`src/cbd_pkg.sv`:
```
package cbd_pkg;

    // register map, byte offsets on the register bus
    localparam int          APB_AW       = 4;
    localparam logic [3:0]  OFS_DPAGE    = 4'h0;
    localparam logic [3:0]  OFS_STATUS   = 4'h4;
    localparam logic [7:0]  DPAGE_RST    = 8'h00;

    // status word field positions
    localparam int          ST_BS_LSB    = 0;
    localparam int          ST_EXT_BIT   = 2;
    localparam int          ST_FSM_LSB   = 4;
    localparam int          ST_HOLD_LSB  = 8;

    // quarter phases of one bus cycle (four oscillator periods)
    localparam logic [1:0]  PH_ADDR      = 2'h0;
    localparam logic [1:0]  PH_QHI       = 2'h1;
    localparam logic [1:0]  PH_BOTH      = 2'h2;
    localparam logic [1:0]  PH_EHI       = 2'h3;
    localparam logic [1:0]  PH_STEP      = 2'h1;

    // bus hand-over limits
    localparam int          HOLD_W       = 4;
    localparam logic [3:0]  HOLD_LIMIT   = 4'hf;
    localparam logic [3:0]  HOLD_STEP    = 4'h1;
    localparam logic [1:0]  IDLE_CLEAR   = 2'h2;
    localparam logic [1:0]  IDLE_STEP    = 2'h1;

    // bus-state output codes
    localparam logic [1:0]  BS_CPU       = 2'h0;
    localparam logic [1:0]  BS_GRANT     = 2'h3;

    // pclk cycles per quarter when the on-chip oscillator runs alone
    localparam int          OSC_DIV_DEF  = 2;

    typedef enum logic [2:0] {
        FSM_RUN,
        FSM_GRANT,
        FSM_DMA,
        FSM_REL_DEAD,
        FSM_PRE_DEAD,
        FSM_REFRESH,
        FSM_POST_DEAD
    } cbd_fsm_e;

endpackage : cbd_pkg

```
`src/cbd_sync.sv`:
```
`timescale 1ns/1ps
module cbd_sync #(
    parameter int W = 1
) (
    input  wire logic         pclk,
    input  wire logic         presetn,
    input  wire logic [W-1:0] async_in,
    output logic      [W-1:0] sync_out
);
    import cbd_pkg::*;

    typedef struct packed {
        logic [W-1:0] s1;
        logic [W-1:0] s2;
    } cbd_sync_s;

    cbd_sync_s st_ff;
    cbd_sync_s nxt_st;

    // two stages; only the second is visible
    always_comb
    begin
        nxt_st.s1 = async_in;
        nxt_st.s2 = st_ff.s1;
    end

    always_ff @(posedge pclk or negedge presetn)
    begin
        if (!presetn)
            st_ff <= '0;
        else
            st_ff <= nxt_st;
    end

    assign sync_out = st_ff.s2;

endmodule : cbd_sync

```
`src/cbd_qtick.sv`:
```
`timescale 1ns/1ps
module cbd_qtick #(
    parameter int OSC_DIV = cbd_pkg::OSC_DIV_DEF
) (
    input  wire logic pclk,
    input  wire logic presetn,
    input  wire logic ext_sel,
    input  wire logic osc_sync,
    output logic      qtick
);
    import cbd_pkg::*;

    localparam int DW = (OSC_DIV > 1) ? $clog2(OSC_DIV) : 1;
    localparam logic [DW-1:0] DIV_LAST = DW'(OSC_DIV - 1);
    localparam logic [DW-1:0] DIV_STEP = DW'(1);

    typedef struct packed {
        logic          osc_d;
        logic [DW-1:0] div;
    } cbd_qtick_s;

    cbd_qtick_s st_ff;
    cbd_qtick_s nxt_st;

    // internal divider stands in for the crystal; external mode uses osc edges
    always_comb
    begin
        nxt_st       = st_ff;
        nxt_st.osc_d = osc_sync;
        nxt_st.div   = (st_ff.div == DIV_LAST) ? '0 : st_ff.div + DIV_STEP;
        qtick        = ext_sel ? (osc_sync & ~st_ff.osc_d) : (st_ff.div == DIV_LAST);
    end

    always_ff @(posedge pclk or negedge presetn)
    begin
        if (!presetn)
            st_ff <= '0;
        else
            st_ff <= nxt_st;
    end

endmodule : cbd_qtick

```
`src/cbd_bus_ctrl.sv`:
```
// Decided for this implementation: the register addresses and the APB interface to the registers.
`timescale 1ns/1ps
module cbd_bus_ctrl #(
    parameter int         OSC_DIV  = cbd_pkg::OSC_DIV_DEF,
    parameter logic [3:0] HOLD_MAX = cbd_pkg::HOLD_LIMIT
) (
    input  wire logic                       pclk,
    input  wire logic                       presetn,
    input  wire logic                       psel,
    input  wire logic                       penable,
    input  wire logic                       pwrite,
    input  wire logic [cbd_pkg::APB_AW-1:0] paddr,
    input  wire logic [31:0]                pwdata,
    output logic      [31:0]                prdata,
    output logic                            pready,
    output logic                            pslverr,
    input  wire logic                       osc_in,
    input  wire logic                       xtal_grounded_in,
    input  wire logic                       memory_ready_in,
    input  wire logic                       dma_bus_request_n_in,
    input  wire logic [7:0]                 data_in,
    input  wire logic [15:0]                cpu_addr_in,
    input  wire logic                       cpu_direct_in,
    output logic                            e_clk_out,
    output logic                            q_clk_out,
    output logic [15:0]                     addr_out,
    output logic                            addr_drive_en_out,
    output logic [7:0]                      rd_data_out,
    output logic                            cpu_clk_en_out,
    output logic [1:0]                      bus_state_out,
    output logic                            mem_valid_out
);
    import cbd_pkg::*;

    // edges the strap needs to pass the pin synchroniser; the synchroniser is
    // held in reset too, so its output is only valid from the third edge on
    localparam logic [1:0] STRAP_SETTLE = 2'h2;
    localparam logic [1:0] STRAP_STEP   = 2'h1;

    typedef struct packed {
        logic        strap_done;
        logic [1:0]  strap_cnt;
        logic        ext_osc;
        logic [1:0]  phase;
        cbd_fsm_e    fsm;
        logic [3:0]  hold;
        logic [1:0]  idle;
        logic [7:0]  dpage;
        logic        e;
        logic        q;
        logic [15:0] addr;
        logic        addr_en;
        logic [7:0]  rd_data;
        logic        cpu_en;
        logic [1:0]  bs;
        logic        vma;
        logic [31:0] prdata;
        logic        pready;
        logic        pslverr;
    } cbd_state_s;

    cbd_state_s  st_ff;
    cbd_state_s  nxt_st;
    logic [11:0] pin_sync;
    logic        osc_s;
    logic        xtal_gnd_s;
    logic        ready_s;
    logic        req_s;
    logic [7:0]  data_s;
    logic        qtick;
    logic        stretch;
    logic        cyc_end;
    logic [3:0]  hold_inc;
    logic [31:0] status_w;

    // cycles in which memory is really accessed (stretch allowed)
    function automatic logic is_valid(cbd_fsm_e f);
        is_valid = (f == FSM_RUN) || (f == FSM_REFRESH) || (f == FSM_DMA);
    endfunction : is_valid

    // cycles owned by the processor core
    function automatic logic is_cpu(cbd_fsm_e f);
        is_cpu = (f == FSM_RUN) || (f == FSM_REFRESH);
    endfunction : is_cpu

    // cycles in which this side drives address lines
    function automatic logic drives(cbd_fsm_e f);
        drives = (f == FSM_RUN) || (f == FSM_REFRESH) || (f == FSM_POST_DEAD);
    endfunction : drives

    // oscillator, strap, ready, request and data pins pass two flops; core address and direct select do not
    cbd_sync #(
        .W        (12)
    ) u_sync (
        .pclk     (pclk),
        .presetn  (presetn),
        .async_in ({osc_in, xtal_grounded_in, memory_ready_in,
                    dma_bus_request_n_in, data_in}),
        .sync_out (pin_sync)
    );

    assign osc_s      = pin_sync[11];
    assign xtal_gnd_s = pin_sync[10];
    assign ready_s    = pin_sync[9];
    assign req_s      = ~pin_sync[8];
    assign data_s     = pin_sync[7:0];

    // quarter-cycle ticks from oscillator or internal divider
    cbd_qtick #(
        .OSC_DIV  (OSC_DIV)
    ) u_qtick (
        .pclk     (pclk),
        .presetn  (presetn),
        .ext_sel  (st_ff.ext_osc),
        .osc_sync (osc_s),
        .qtick    (qtick)
    );

    // status word seen by software
    always_comb
    begin
        status_w                            = '0;
        status_w[ST_BS_LSB +: 2]            = st_ff.bs;
        status_w[ST_EXT_BIT]                = st_ff.ext_osc;
        status_w[ST_FSM_LSB +: 3]           = st_ff.fsm;
        status_w[ST_HOLD_LSB +: HOLD_W]     = st_ff.hold;
    end

    // next-state logic: clocks, hand-over sequencer, register bus
    always_comb
    begin
        nxt_st        = st_ff;
        nxt_st.cpu_en = 1'b0;
        cyc_end       = 1'b0;
        hold_inc      = st_ff.hold + HOLD_STEP;

        // strap caught once, after the synchroniser has filled with the pin
        if (!st_ff.strap_done)
        begin
            nxt_st.strap_cnt = st_ff.strap_cnt + STRAP_STEP;
            if (st_ff.strap_cnt == STRAP_SETTLE)
            begin
                nxt_st.strap_done = 1'b1;
                nxt_st.ext_osc    = xtal_gnd_s;
            end
        end

        // hold the late quarter while ready is low on a valid access
        stretch = !ready_s && st_ff.vma && (st_ff.phase == PH_EHI);

        if (qtick && st_ff.strap_done && !stretch)
        begin
            nxt_st.phase = st_ff.phase + PH_STEP;
            cyc_end      = (st_ff.phase == PH_EHI);
        end

        // quadrature clock leads bus clock by one quarter
        nxt_st.q = (nxt_st.phase == PH_QHI) || (nxt_st.phase == PH_BOTH);
        nxt_st.e = (nxt_st.phase == PH_BOTH) || (nxt_st.phase == PH_EHI);

        if (cyc_end)
        begin
            if (is_cpu(st_ff.fsm))
            begin
                nxt_st.cpu_en  = 1'b1;
                nxt_st.rd_data = data_s;
            end
            nxt_st.idle = '0;
            case (st_ff.fsm)
                FSM_RUN:
                begin
                    if (req_s)
                        nxt_st.fsm = (st_ff.hold >= HOLD_MAX) ? FSM_PRE_DEAD
                                                              : FSM_GRANT;
                    else
                    begin
                        nxt_st.idle = (st_ff.idle >= IDLE_CLEAR) ? st_ff.idle
                                                                 : st_ff.idle + IDLE_STEP;
                        if (nxt_st.idle >= IDLE_CLEAR)
                            nxt_st.hold = '0;
                    end
                end
                FSM_GRANT, FSM_DMA:
                begin
                    nxt_st.hold = hold_inc;
                    if (!req_s)
                        nxt_st.fsm = FSM_REL_DEAD;
                    else if (hold_inc >= HOLD_MAX)
                        nxt_st.fsm = FSM_PRE_DEAD;
                    else
                        nxt_st.fsm = FSM_DMA;
                end
                FSM_REL_DEAD:
                    nxt_st.fsm = FSM_RUN;
                FSM_PRE_DEAD:
                    nxt_st.fsm = FSM_REFRESH;
                FSM_REFRESH:
                begin
                    nxt_st.hold = '0;
                    nxt_st.fsm  = FSM_POST_DEAD;
                end
                FSM_POST_DEAD:
                    nxt_st.fsm = req_s ? FSM_GRANT : FSM_RUN;
                default:
                    nxt_st.fsm = FSM_RUN;
            endcase

            // new address at cycle start, ahead of the quadrature rise
            if (cpu_direct_in)
                nxt_st.addr = {st_ff.dpage, cpu_addr_in[7:0]};
            else
                nxt_st.addr = cpu_addr_in;
            nxt_st.addr_en = drives(nxt_st.fsm);
            nxt_st.vma     = is_valid(nxt_st.fsm);
            nxt_st.bs      = ((nxt_st.fsm == FSM_GRANT) || (nxt_st.fsm == FSM_DMA))
                             ? BS_GRANT : BS_CPU;
        end

        // register bus: decode in first access cycle, answer in second
        nxt_st.pready  = psel && penable && !st_ff.pready;
        nxt_st.pslverr = 1'b0;
        if (psel && penable && !st_ff.pready)
        begin
            case (paddr)
                OFS_DPAGE:
                    nxt_st.prdata = pwrite ? st_ff.prdata : {24'h000000, st_ff.dpage};
                OFS_STATUS:
                begin
                    nxt_st.prdata  = pwrite ? st_ff.prdata : status_w;
                    nxt_st.pslverr = pwrite;
                end
                default:
                begin
                    nxt_st.prdata  = 32'h00000000;
                    nxt_st.pslverr = 1'b1;
                end
            endcase
        end
        // write lands on the edge that completes the transfer
        if (psel && penable && st_ff.pready && pwrite && (paddr == OFS_DPAGE))
            nxt_st.dpage = pwdata[7:0];
    end

    // state register; page register cleared by reset
    always_ff @(posedge pclk or negedge presetn)
    begin
        if (!presetn)
        begin
            st_ff       <= '0;
            st_ff.dpage <= DPAGE_RST;
            st_ff.vma   <= 1'b1;
        end
        else
            st_ff <= nxt_st;
    end

    // all outputs straight from the state register
    assign prdata            = st_ff.prdata;
    assign pready            = st_ff.pready;
    assign pslverr           = st_ff.pslverr;
    assign e_clk_out         = st_ff.e;
    assign q_clk_out         = st_ff.q;
    assign addr_out          = st_ff.addr;
    assign addr_drive_en_out = st_ff.addr_en;
    assign rd_data_out       = st_ff.rd_data;
    assign cpu_clk_en_out    = st_ff.cpu_en;
    assign bus_state_out     = st_ff.bs;
    assign mem_valid_out     = st_ff.vma;
endmodule : cbd_bus_ctrl

```
`config.mk`:
```
export PLATFORM = sky130hd
export DESIGN_NAME = cbd_bus_ctrl
export DESIGN_NICKNAME = d
export VERILOG_FILES = /design/src/cbd_pkg.sv /design/src/cbd_sync.sv /design/src/cbd_qtick.sv /design/src/cbd_bus_ctrl.sv
export SDC_FILE = /design/constraint.sdc
export NUM_CORES = 1
export LEC_CHECK = 0
export BUFFER_PORTS_ARGS = -buffer_cell sky130_fd_sc_hd__buf_2
export CORE_ASPECT_RATIO = 1.1
export CORE_UTILIZATION = 46
export DETAILED_ROUTE_END_ITERATION = 16
export PLACE_DENSITY = 0.72
export RECOVER_POWER = 100
export REMOVE_ABC_BUFFERS = 1
export SLEW_MARGIN = 20
export SYNTH_ARGS = -nofsm -noshare
export SYNTH_HDL_FRONTEND = slang
export SYNTH_SLANG_ARGS = --single-unit
```
`constraint.sdc`:
```
create_clock -name pclk -period 1.6 [get_ports pclk]
set_input_delay 0.16 -clock pclk [delete_from_list [all_inputs] [get_ports pclk]]
set_output_delay 0.16 -clock pclk [all_outputs]
set_load 0.1 [all_outputs]
```
==> impl_results.md, run 1 <==
- # diodes: 0
- Top cells by area, synth: dfrtp_1 55%, buf_4 10%, mux2_2 4.9%, nand2_1 3.5%, mux2i_1 3.4%
- GRT Resource Usage Total: between 10% and 20%
- Worst hold path class: primary input to register
- Nets: about 530
- DIE AREA: roughly 0.0094 sq mm
- Pins Over Slew Limit: 0
- Least-Margin Pin Slew: just under 700 ps
- PD cells: between 2000 and 2500 mW/mm^2
- Final Hold Fails: 0
- R2r startpoint: st_ff[84]$_DFFE_PN0P_
- Synth Cell Area: 0.00415 sq mm
- Max Cap Viol: 0
- Port Buf Inserts: 90
- First-pass GRT wire length: approximately 13 mm
- Final core occ: 59.4%
- Share of cells above drive strength 1: roughly 44%
- Core area: between 0.008 and 0.009 sq mm
- Syn Area/Cell: 11.8 sq um
- Clk_skew: 11.0 ps
- Crit path time final: about 1800 ps
- Setup ws final: -240 ps
- Clock buffer depth: 2
- Clock slew seen by the registers of the worst setup and hold paths: approximately 90 ps
- Mapped Cells: roughly 350
- Worst skew pair latency: 360 ps
- Largest net degree at the start of global routing: 33
- Failing checks: negative setup slack
- Total gr overflow: 0
- P&R area growth vs syn: 26.2%
- R2R cell count: 6
- # setup viols final: 34
- Synth area leader: dfrtp_1
- DRT iter0 DRCs: 141
- Number of flops mapped to enable cells by yosys: 0
- H-tree Lvls: 3
- Crit path DAT: 2080 ps
- Max IR drop VDD: between 1.5 and 2 mV
- Drt via density: roughly 4.8
- Critical Path Fanout Max: 9
- DPL Wire Length: around 5.5 mm
- Max Freq: 544 MHz
- Initial Util: 47.1%
- Top FF cell, synth: dfrtp_1
- Worst EP required: around 1800 ps
- Die Y: 102 microns
- Clock buffer count from CTS: 9
- Worst Setup End Kind: register
- Synthesis warning total: 0
- Ys async rst share: between 90% and 100%
- Residual DRC: 0
- Slew headroom: 54.2%
- Hold Crit Depth: 2
- Vias in the first global route: 2751
- Antenna violations before repair: 0
- Total routed wirelength: ~8.5 mm
- Fill count: between 700 and 800
- R2R Setup Slk: -240 ps
- Top cell type's share of synthesized area: 55.4%
- Hold_sp: cpu_addr_in[3]
- Total chip power: approximately 11000 uW
- Worst Hold Margin: roughly 20 ps
- Routed via count: about 2800
- Placer congestion estimate: between 0.8 and 0.9
- Io pins: around 140
- Setup_tns: -3850 ps
- Remaining antenna violation count: 0
- Final period util: 115%
- Nature of the critical path startpoint: register
- Synth top cells by count: 92 x dfrtp_1, 58 x buf_4, 39 x nand2_1
- Hold path endpoint: addr_out[3]$_DFFE_PN0P_
- CTS Sinks: 93
- Reg2reg end: rd_data_out[7]$_DFFE_PN0P_
- FF+latch count, synth: 93
- Top sig layer: met4
- Status: complete, but fails checks
- WL met1: approximately 3.6 mm
- First-pass DRT Iterations: 4
- Root Driver: clkbuf_8
- DR WL met3: roughly 290 microns
- WS Path Type: register to register
- Die width: between 90 and 100 microns
- P_leak: 0.00260 uW
- Count leader, synth: dfrtp_1
- Met2 wire length: approximately 4.3 mm
- Row Count: 36
- Routed length per instance: around 15 microns
- CTS tree: done
- RSZ-0062 raised after global routing: yes
- Distinct cell type count after synthesis: 40
- Sequential share of the synthesized area: a little under three fifths
## repair_timing
item,in CTS,in global routing
buffers inserted,3,4
endpoints found under the setup margin,33,38
endpoints found under the hold margin,35,0
hold buffers,13,0
gates cloned,0,1
pin swaps,9,7
gates resized for setup,30,38
## flip-flops by register name, indices dropped and copies added (netlist names)
signal	count
addr_drive_en_out	1
addr_out	16
pready	1
e_clk_out	1
mem_valid_out	1
u_sync.sync_out	12
u_sync.nxt_st	12
pslverr	1
st_ff	23
prdata	12
q_clk_out	1
rd_data_out	8
bus_state_out	1
u_qtick.st_ff	2
cpu_clk_en_out	1
## layout make-up
class / instances / area (sq um) / share of cell area [%]
Inverter: 12 / 45.0 / 0.859
Multi-Input combinational cell: 196 / 1600 / 30.5
Sequential cell: 93 / 2330 / 44.4
Clock inverter: 1 / 30.0 / 0.573
Tap cell: 114 / 143 / 2.72
Timing Repair Buffer: 141 / 931 / 17.8
Clock buffer: 15 / 166 / 3.17
## power by group
part           switching (uW)  internal (uW)  leakage, uW  total (uW)
combinational            4350           1520      0.00135        5870
clock                     760            812    0.0000979        1570
sequential                334           2870      0.00115        3210
## layout by cell type, fill, tap and decap left out, types with 6 or more instances in the layout
cell,instances
o21ai_0,11
nand2_1,36
dfrtp_1,91
clkbuf_8,11
conb_1,20
mux2i_1,14
o31ai_1,6
nor2_1,7
mux2_4,9
mux2_2,17
buf_4,30
buf_2,88
dlygate4sd3_1,13
o21ai_1,12
inv_1,12
## metal layers
layer | global-route usage, % | up-vias
met1 | 22.2 | 1368
met4 | 9.38 | 0
met5 | 0 | -
met3 | 4.35 | 17
li1 | - | 1304
met2 | 30.1 | 72
## worst max path at each step
| stage | startpoint | end | slack, ps |
|---|---|---|---|
| floorplan | mem_valid_out$_DFFE_PN1P_ | rd_data_out[0]$_DFFE_PN0P_ | -950 |
| global placement | st_ff[84]$_DFFE_PN0P_ | e_clk_out$_DFF_PN0_ | -180 |
| detailed placement | st_ff[84]$_DFFE_PN0P_ | e_clk_out$_DFF_PN0_ | -220 |
| CTS | u_qtick.st_ff[1]$_DFF_PN0_ | rd_data_out[7]$_DFFE_PN0P_ | -190 |
| global route | st_ff[84]$_DFFE_PN0P_ | rd_data_out[4]$_DFFE_PN0P_ | -310 |
| finish | st_ff[84]$_DFFE_PN0P_ | rd_data_out[7]$_DFFE_PN0P_ | -240 |
## through the flow
step / worst slack, ps / cell area (sq um) / cells
finish: -240 / 5240 / 572
floorplan: -949 / 3720 / 301
CTS: -194 / 5070 / 567
global route: -311 / 5240 / 572
global placement: -185 / 4570 / 535
detailed placement: -223 / 4570 / 535
## cell families (layout without fill, tap and decap cells)
group | Yosys count | count (layout) | synth area share, %
AOI/OAI and AO/OA | 49 | 49 | 7.50
xor gates and xnor gates | 7 | 7 | 1.48
adders and majority gates | 8 | 8 | 2.41
buffers and inverters | 82 | 169 | 13.1
DFF | 93 | 93 | 56.1
muxes | 40 | 40 | 11.1
other | 1 | 20 | 0.0903
and+or+nand+nor | 72 | 72 | 8.19
## worst max-delay path: stages (launching register included)
cell and delay (ps):
dfrtp_1 430, nor2b_2 170, o21ai_2 90, a211o_4 300, a211o_1 270, buf_12 160
mux2_4 300
Power figures use the tool's default switching activity.
==> run 2: changes to the inputs <==
- ABC_AREA: default -> 1
==> run 2 against run 1 <==
The run still ends with negative setup slack left. Die area is 0.59% higher. Wire length is 8.5% lower. Synthesized area up 0.60%. First-iteration DRC count fell by 24%. Final area shrank 4.2%. Cell count grew 13%. Combinational power shrank 6.0%. Via count grew 7.5%. Clock skew down 4.9 ps. Maximum frequency increased by 10%.
==> impl_results.md, run 2 <==
- Status: complete, but fails checks
- Failing checks: negative setup slack
- H-tree Lvls: 3 (unchanged)
- Commonest non-fill, non-tap cells in the layout: 107 x nand2_1, 92 x dfrtp_1, 48 x clkbuf_2, 45 x buf_2, 34 x inv_1
- Final core occ: 56.9% (-2.5 points)
- Die width: 92.9 microns (+0.30%)
- Worst hold path class: primary input to register
- Initial Util: 47.3% (+0.28 points)
- Largest register FFs: 23 (unchanged)
- Sequential share of the synthesized area: 55.7% (-0.34 points)
- Routed length per instance: 12.0 microns (-19%)
- Clock buffer count from CTS: 9 (unchanged)
- Clock buffer depth: 2 (unchanged)
- Max Freq: 598 MHz (+10%)
- First-pass DRT Iterations: 4 (unchanged)
- Vias in the first global route: 2766 (+0.55%)
- Clock slew seen by the registers of the worst setup and hold paths: 90 ps (about the same)
- FF+latch count, synth: 93 (unchanged)
- Io pins: 135 (unchanged)
- Largest register by flop count: st_ff
- Nature of the critical path startpoint: register
- Least-Margin Pin Slew: 610 ps (-77.4 ps)
- Drt via density: 4.59 (-4.8%)
- Synth area leader: dfrtp_1
- Max IR drop VDD: 1.23 mV (-27%)
- Synth top cells by count: 115 x nand2_1, 92 x dfrtp_1, 59 x buf_4
- Seq. cell area: 0.00233 sq mm (about the same)
- Worst setup endpoint: e_clk_out$_DFF_PN0_
- Crit path time final: 1670 ps (-167 ps)
- Synthesis warning total: 0 (unchanged)
- Mapped Cells: 435 (+24%)
- RSZ-0062 raised after global routing: yes
- Final Hold Fails: 0 (unchanged)
- Number of flops mapped to enable cells by yosys: 0 (unchanged)
- Worst Hold Margin: 21.5 ps (+1.94 ps)
- Port Buf Inserts: 90 (unchanged)
- Distinct cell type count after synthesis: 35 (-13%)
- # diodes: 0 (unchanged)
- Total gr overflow: 0 (unchanged)
- Clk_skew: 6.07 ps (-4.91 ps)
- Routed via count: 2968 (+7.5%)
- P_leak: 0.00265 uW (+2.1%)
- Count leader, synth: nand2_1
- Die Y: 102 microns (+0.30%)
- Synth Cell Area: 0.00418 sq mm (+0.60%)
- Slew headroom: 59.2% (+5.0 points)
- Worst skew pair latency: 360 ps (about the same)
- DPL Wire Length: 5.37 mm (-1.7%)
- Worst Setup End Kind: register
- PD cells: 2070 mW/mm^2 (+2.1%)
- Residual DRC: 0 (unchanged)
- R2R cell count: 11 (+5)
- Row Count: 36 (unchanged)
- Share of cells above drive strength 1: 31.6% (-13 points)
- Multi-input gate area: 0.00136 sq mm (-15%)
- WS Path Type: register to register
- Nets: 605 (+14%)
- Ys async rst share: 100% (unchanged)
- Placer congestion estimate: 0.794 (-7.3%)
- Total routed wirelength: 7.74 mm (-8.5%)
- Max Cap Viol: 0 (unchanged)
- DIE AREA: 0.00947 sq mm (+0.59%)
- Reg2reg end: e_clk_out$_DFF_PN0_
- Setup_tns: -1360 ps (+2490 ps)
- Remaining antenna violation count: 0 (unchanged)
- R2r startpoint: st_ff[83]$_DFF_PN0_
- Crit path DAT: 1930 ps (-150 ps)
- Fill count: 777 (+7.8%)
- CTS tree: done
- Placed insts: 606 (+13%)
- Core area: 0.00883 sq mm (unchanged)
- Top cell type's share of synthesized area: 55.1% (-0.33 points)
- Non-Filler Instances: 646 (+13%)
- Commonest non-fill, non-tap cell in the layout: nand2_1
- DRT iter0 DRCs: 107 (-24%)
- P&R area growth vs syn: 20.2%
- CP startpoint: st_ff[83]$_DFF_PN0_
- Largest net degree at the start of global routing: 32 (-3.0%)
- R2R Setup Slk: -70 ps (+170 ps)
- CTS Sinks: 93 (unchanged)
- Syn Area/Cell: 9.61 sq um (-19%)
- # setup viols final: 32 (-5.9%)
- Setup ws final: -73.2 ps (+167 ps)
- Final period util: 105% (-10 points)
- GRT Resource Usage Total: 16.4% (-1.8 points)
- Top cells by area, synth: dfrtp_1 55%, buf_4 11%, nand2_1 10%, inv_1 3.1%, ha_1 2.4%
- Worst EP required: 1850 ps (about the same)
- First-pass GRT wire length: 12.0 mm (-7.6%)
- Top FF cell, synth: dfrtp_1
- Critical Path Fanout Max: 3 (-6)
- Pins Over Slew Limit: 0 (unchanged)
- Root Driver: clkbuf_8
- Antenna violations before repair: 0 (unchanged)
run 2: cell families (layout without fill, tap and decap cells):
| logic type | count (synthesis) | after routing | synth area share [%] |
|---|---|---|---|
| XOR/XNOR | 3 | 3 | 0.629 |
| buffers and inverters | 106 | 184 | 15.5 |
| flip-flops | 93 | 93 | 55.7 |
| adder cells (fa/ha/maj) | 8 | 8 | 2.40 |
| AND/OR/NAND/NOR | 164 | 164 | 17.2 |
| other | 1 | 20 | 0.0897 |
| AO/OA/AOI/OAI | 60 | 60 | 8.38 |
run 2: critical path, cell delays in order, from the launching register on:
cell      delay [ps]
dfrtp_1          370
ha_2             190
nand3b_1          70
nand2_1           90
inv_2             50
nand2_4           90
buf_6            130
inv_1             40
nand2_1           60
nand2_2           70
ha_2             190
or2_4            220
run 2: worst min path at each step:
stage | from | to | slack, ps | cells after the start
final | cpu_addr_in[5] | addr_out[5]$_DFFE_PN0P_ | 20 | 3
after global placement | presetn | rd_data_out[3]$_DFFE_PN0P_ | 80 | 1
after CTS | cpu_addr_in[5] | addr_out[5]$_DFFE_PN0P_ | 0.8 | 3
after detailed placement | presetn | rd_data_out[3]$_DFFE_PN0P_ | 80 | 1
after floorplan | presetn | addr_drive_en_out$_DFFE_PN0P_ | -140 | 0
after global routing | cpu_addr_in[5] | addr_out[5]$_DFFE_PN0P_ | 7 | 3
run 2: repair_timing:
item,CTS,global route
pin swaps,8,2
buffers inserted,2,1
endpoints found under the hold margin,62,0
hold buffers,20,0
endpoints found under the setup margin,33,39
resized for setup,9,23
gates cloned,0,1
run 2: cell type report:
class	instances	area share (%)
Multi-Input combinational cell	255	27.1
Inverter	41	3.26
Clock buffer	10	2.74
Sequential cell	93	46.4
Clock inverter	6	1.62
Timing Repair Buffer	127	16.1
Tap cell	114	2.84
run 2: metal layers:
metal / track usage (%) / vias to the layer above / wire [microns]
met1: 19.5 / 1400 / 3360
met5: 0 / - / 0
li1: - / 1476 / -
met3: 3.42 / 16 / 267
met4: 10.4 / 0 / 224
met2: 27.2 / 76 / 3890
run 2: where the power goes:
group | switching [uW] | internal, uW | total (uW) | leakage [uW]
Sequential | 348 | 2880 | 3230 | 0.00110
Clock | 866 | 794 | 1660 | 0.000110
Combinational | 4400 | 1120 | 5520 | 0.00144
run 2: through the flow:
stage,total power [uW],instance area (sq um),setup slack [ps]
after floorplan,7460,3760,-403
after global routing,10900,5020,-173
after detailed placement,8440,4480,-186
after CTS,10300,4940,-60.8
final,10400,5020,-73.2
after global placement,8330,4480,-82.9
==> run 3: changes to the inputs <==
- clock period: 1.6 -> 1.4 ns (I/O delays scaled with it)
==> run 3 against run 2 <==
The flow still finishes with violations (negative setup slack). Total power is 13% higher. Critical endpoint is now addr_out[15]$_DFFE_PN0P_. First-iteration DRC count is 33% higher. Critical path type unchanged. Combinational power is 18% higher.
==> impl_results.md, run 3 (same netlist as run 2, synthesis figures left out) <==
- Status: complete, but fails checks
- Failing checks: negative setup slack
- Die width: 92.9 microns (unchanged)
- Largest register by flop count: st_ff
- Max Cap Viol: 0 (unchanged)
- Least-Margin Pin Slew: 986 ps (+376 ps)
- DRT iter0 DRCs: 142 (+33%)
- Commonest non-fill, non-tap cells in the layout: 101 x nand2_1, 92 x dfrtp_1, 85 x buf_2, 33 x inv_1
- Remaining antenna violation count: 0 (unchanged)
- Critical Path Fanout Max: 20 (+17)
- Worst-path cell chain: ha_2 > nand3b_1 > nand2_1 > inv_2 > nand2_4 > buf_6 > nor2_8 > inv_4 > buf_12 > nand2_1 > o21ai_1
- Clock buffer depth: 2 (unchanged)
- Final period util: 119% (+14 points)
- P_sw: 6460 uW (+15%)
- Slew headroom: 34.3% (-25 points)
- Residual DRC: 0 (unchanged)
- Fin area: 0.00511 sq mm (+1.8%)
- Share of cells above drive strength 1: 33.4% (+1.8 points)
- Crit path time final: 1660 ps (-10.7 ps)
- Clock slew seen by the registers of the worst setup and hold paths: 90 ps (about the same)
- Vias in the first global route: 2991 (+8.1%)
- # setup viols final: 39 (+22%)
- Total gr overflow: 0 (unchanged)
- Largest register FFs: 23 (unchanged)
- Core area: 0.00883 sq mm (unchanged)
- Max incr delay on CP: 400 ps (+30 ps)
- Hold Crit Depth: 3 (unchanged)
- First-pass DRT Iterations: 4 (unchanged)
- Antenna violations before repair: 0 (unchanged)
- R2R cell count: 11 (unchanged)
- Port Buf Inserts: 90 (unchanged)
- Routed via count: 3054 (+2.9%)
- Total routed wirelength: 8.05 mm (+4.0%)
- Clock buffer count from CTS: 9 (unchanged)
- Commonest non-fill, non-tap cell in the layout: nand2_1
- Fill count: 771 (-0.77%)
- Int Power: 5350 uW (+11%)
- Worst EP required: 1650 ps (-200 ps)
- Crit path max-delay cell type: dfrtp_1
- DP Worst Slack: -371 ps (-185 ps)
- Pins Over Slew Limit: 0 (unchanged)
- Max Freq: 602 MHz (+0.65%)
- CTS Sinks: 93 (unchanged)
- H-tree Lvls: 3 (unchanged)
- Setup ws final: -262 ps (-189 ps)
- Gate power share: 55.1% (+2.1 points)
- GRT Resource Usage Total: 18.0% (+1.7 points)
- Routed length per instance: 12.2 microns (+2.0%)
- # diodes: 0 (unchanged)
- Final Hold Fails: 0 (unchanged)
- Sequential power share: 30.9% (about the same)
- Switching Fraction: 54.7% (+0.81 points)
- PD cells: 2310 mW/mm^2 (+11%)
- Max IR drop VDD: 1.97 mV (+61%)
- Row Count: 36 (unchanged)
- CTS tree: done
- Drt via density: 4.63 (+0.87%)
- Die Y: 102 microns (unchanged)
- Worst Hold Margin: 29.2 ps (+7.76 ps)
- Placed Area: 0.00458 sq mm (+2.3%)
- Worst skew pair latency: 360 ps (about the same)
- DPL Wire Length: 5.46 mm (+1.7%)
- Root Driver: clkbuf_8
- Worst hold path class: primary input to register
- Worst Setup End Kind: register
- Placer congestion estimate: 0.817 (+2.9%)
- Nature of the critical path startpoint: register
- P_leak: 0.00269 uW (+1.5%)
- Initial Util: 47.3% (unchanged)
- Nets: 618 (+2.1%)
- DIE AREA: 0.00947 sq mm (unchanged)
- Io pins: 135 (unchanged)
- First-pass GRT wire length: 13.1 mm (+9.3%)
- WS Path Type: register to register
- CP dominant cell by count: nand2_1
- RSZ-0062 raised after global routing: yes
- Clock power frac: 14.0% (-1.9 points)
- Crit path DAT: 1910 ps (-20 ps)
- Largest net degree at the start of global routing: 49 (+53%)
- Clk_skew: 12.0 ps (+5.91 ps)
- P&R area growth vs syn: 22.4%
[run 3: cell count changes in the layout (fill, tap and decap cells not counted), moves of 2 or more]
cell	previous run	this run
o21ai_2	5	1
nand2_1	107	101
clkbuf_1	0	2
buf_6	2	4
buf_2	45	85
buf_12	1	3
clkinvlp_4	0	3
o21ai_1	5	11
clkbuf_2	48	2
buf_4	9	19
nand2_2	9	15
[run 3: area by class of cell]
cell class	count	area (sq um)	area share [%]
multi-input cells	256	1370	26.9
clock inverters	7	57.6	1.13
flip-flops and latches	93	2330	45.5
repair inverters	1	7.51	0.147
repair buffers	138	916	17.9
clock buffers	9	124	2.42
inverters	41	164	3.21
well taps	114	143	2.79
[run 3: per-layer routing]
metal	vias to the layer above	GRT usage (%)	routed length, microns
li1	1512	-	-
met1	1442	21.1	3340
met2	81	31.1	4230
met3	19	3.65	293
met4	0	10.2	189
met5	-	0	0
[run 3: final timing paths]
kind                                             from                            to  slack (ps)
setup / recovery                  st_ff[83]$_DFF_PN0_      addr_out[15]$_DFFE_PN0P_        -260
hold / removal                              pwdata[4]         st_ff[69]$_DFFE_PN0P_          30
setup reg to reg                  st_ff[83]$_DFF_PN0_      addr_out[15]$_DFFE_PN0P_        -260
hold reg to reg            u_sync.nxt_st[7]$_DFF_PN0_  u_sync.sync_out[7]$_DFF_PN0_         360
max in group asynchronous                     presetn     mem_valid_out$_DFFE_PN1P_         140
min in group asynchronous                     presetn    rd_data_out[3]$_DFFE_PN0P_         440
[run 3: stage by stage]
| step | total power, uW | setup TNS (ps) | utilization, % | std cells |
|---|---|---|---|---|
| floorplan | 8530 | -19380 | - | 389 |
| CTS | 11700 | -8470 | 57.3 | 657 |
| detailed placement | 9820 | -8780 | 51.9 | 616 |
| global placement | 9700 | -6330 | 51.9 | 616 |
| finish | 11800 | -8750 | 57.9 | 659 |
| global route | 12400 | -15320 | 57.9 | 659 |
[run 3: power by group through the flow]
stage / clock [uW] / combinational (uW) / sequential (uW)
6_report: 1650 / 6500 / 3650
5_1_grt: 1810 / 6880 / 3730
3_3_place_gp: 0 / 6050 / 3650
4_1_cts: 1700 / 6350 / 3630
2_1_floorplan: 0 / 1570 / 6960
3_5_place_dp: 0 / 6150 / 3670
[run 3: timing repair]
action                     in CTS  in global routing
pin swaps                       6                  9
setup buffers                   2                  2
resized for setup              17                 21
setup endpoints to repair      39                 41
hold buffers                   21                  0
gates cloned                    2                  0
hold endpoints to repair      112                  0
[run 3: critical path, delay by kind of cell (launching register included)]
family / cells / cell delay (ps)
simple gates: 5 / 460
buf+inv: 4 / 450
flops: 1 / 400
fa+ha+maj: 1 / 190
compound gates: 1 / 60
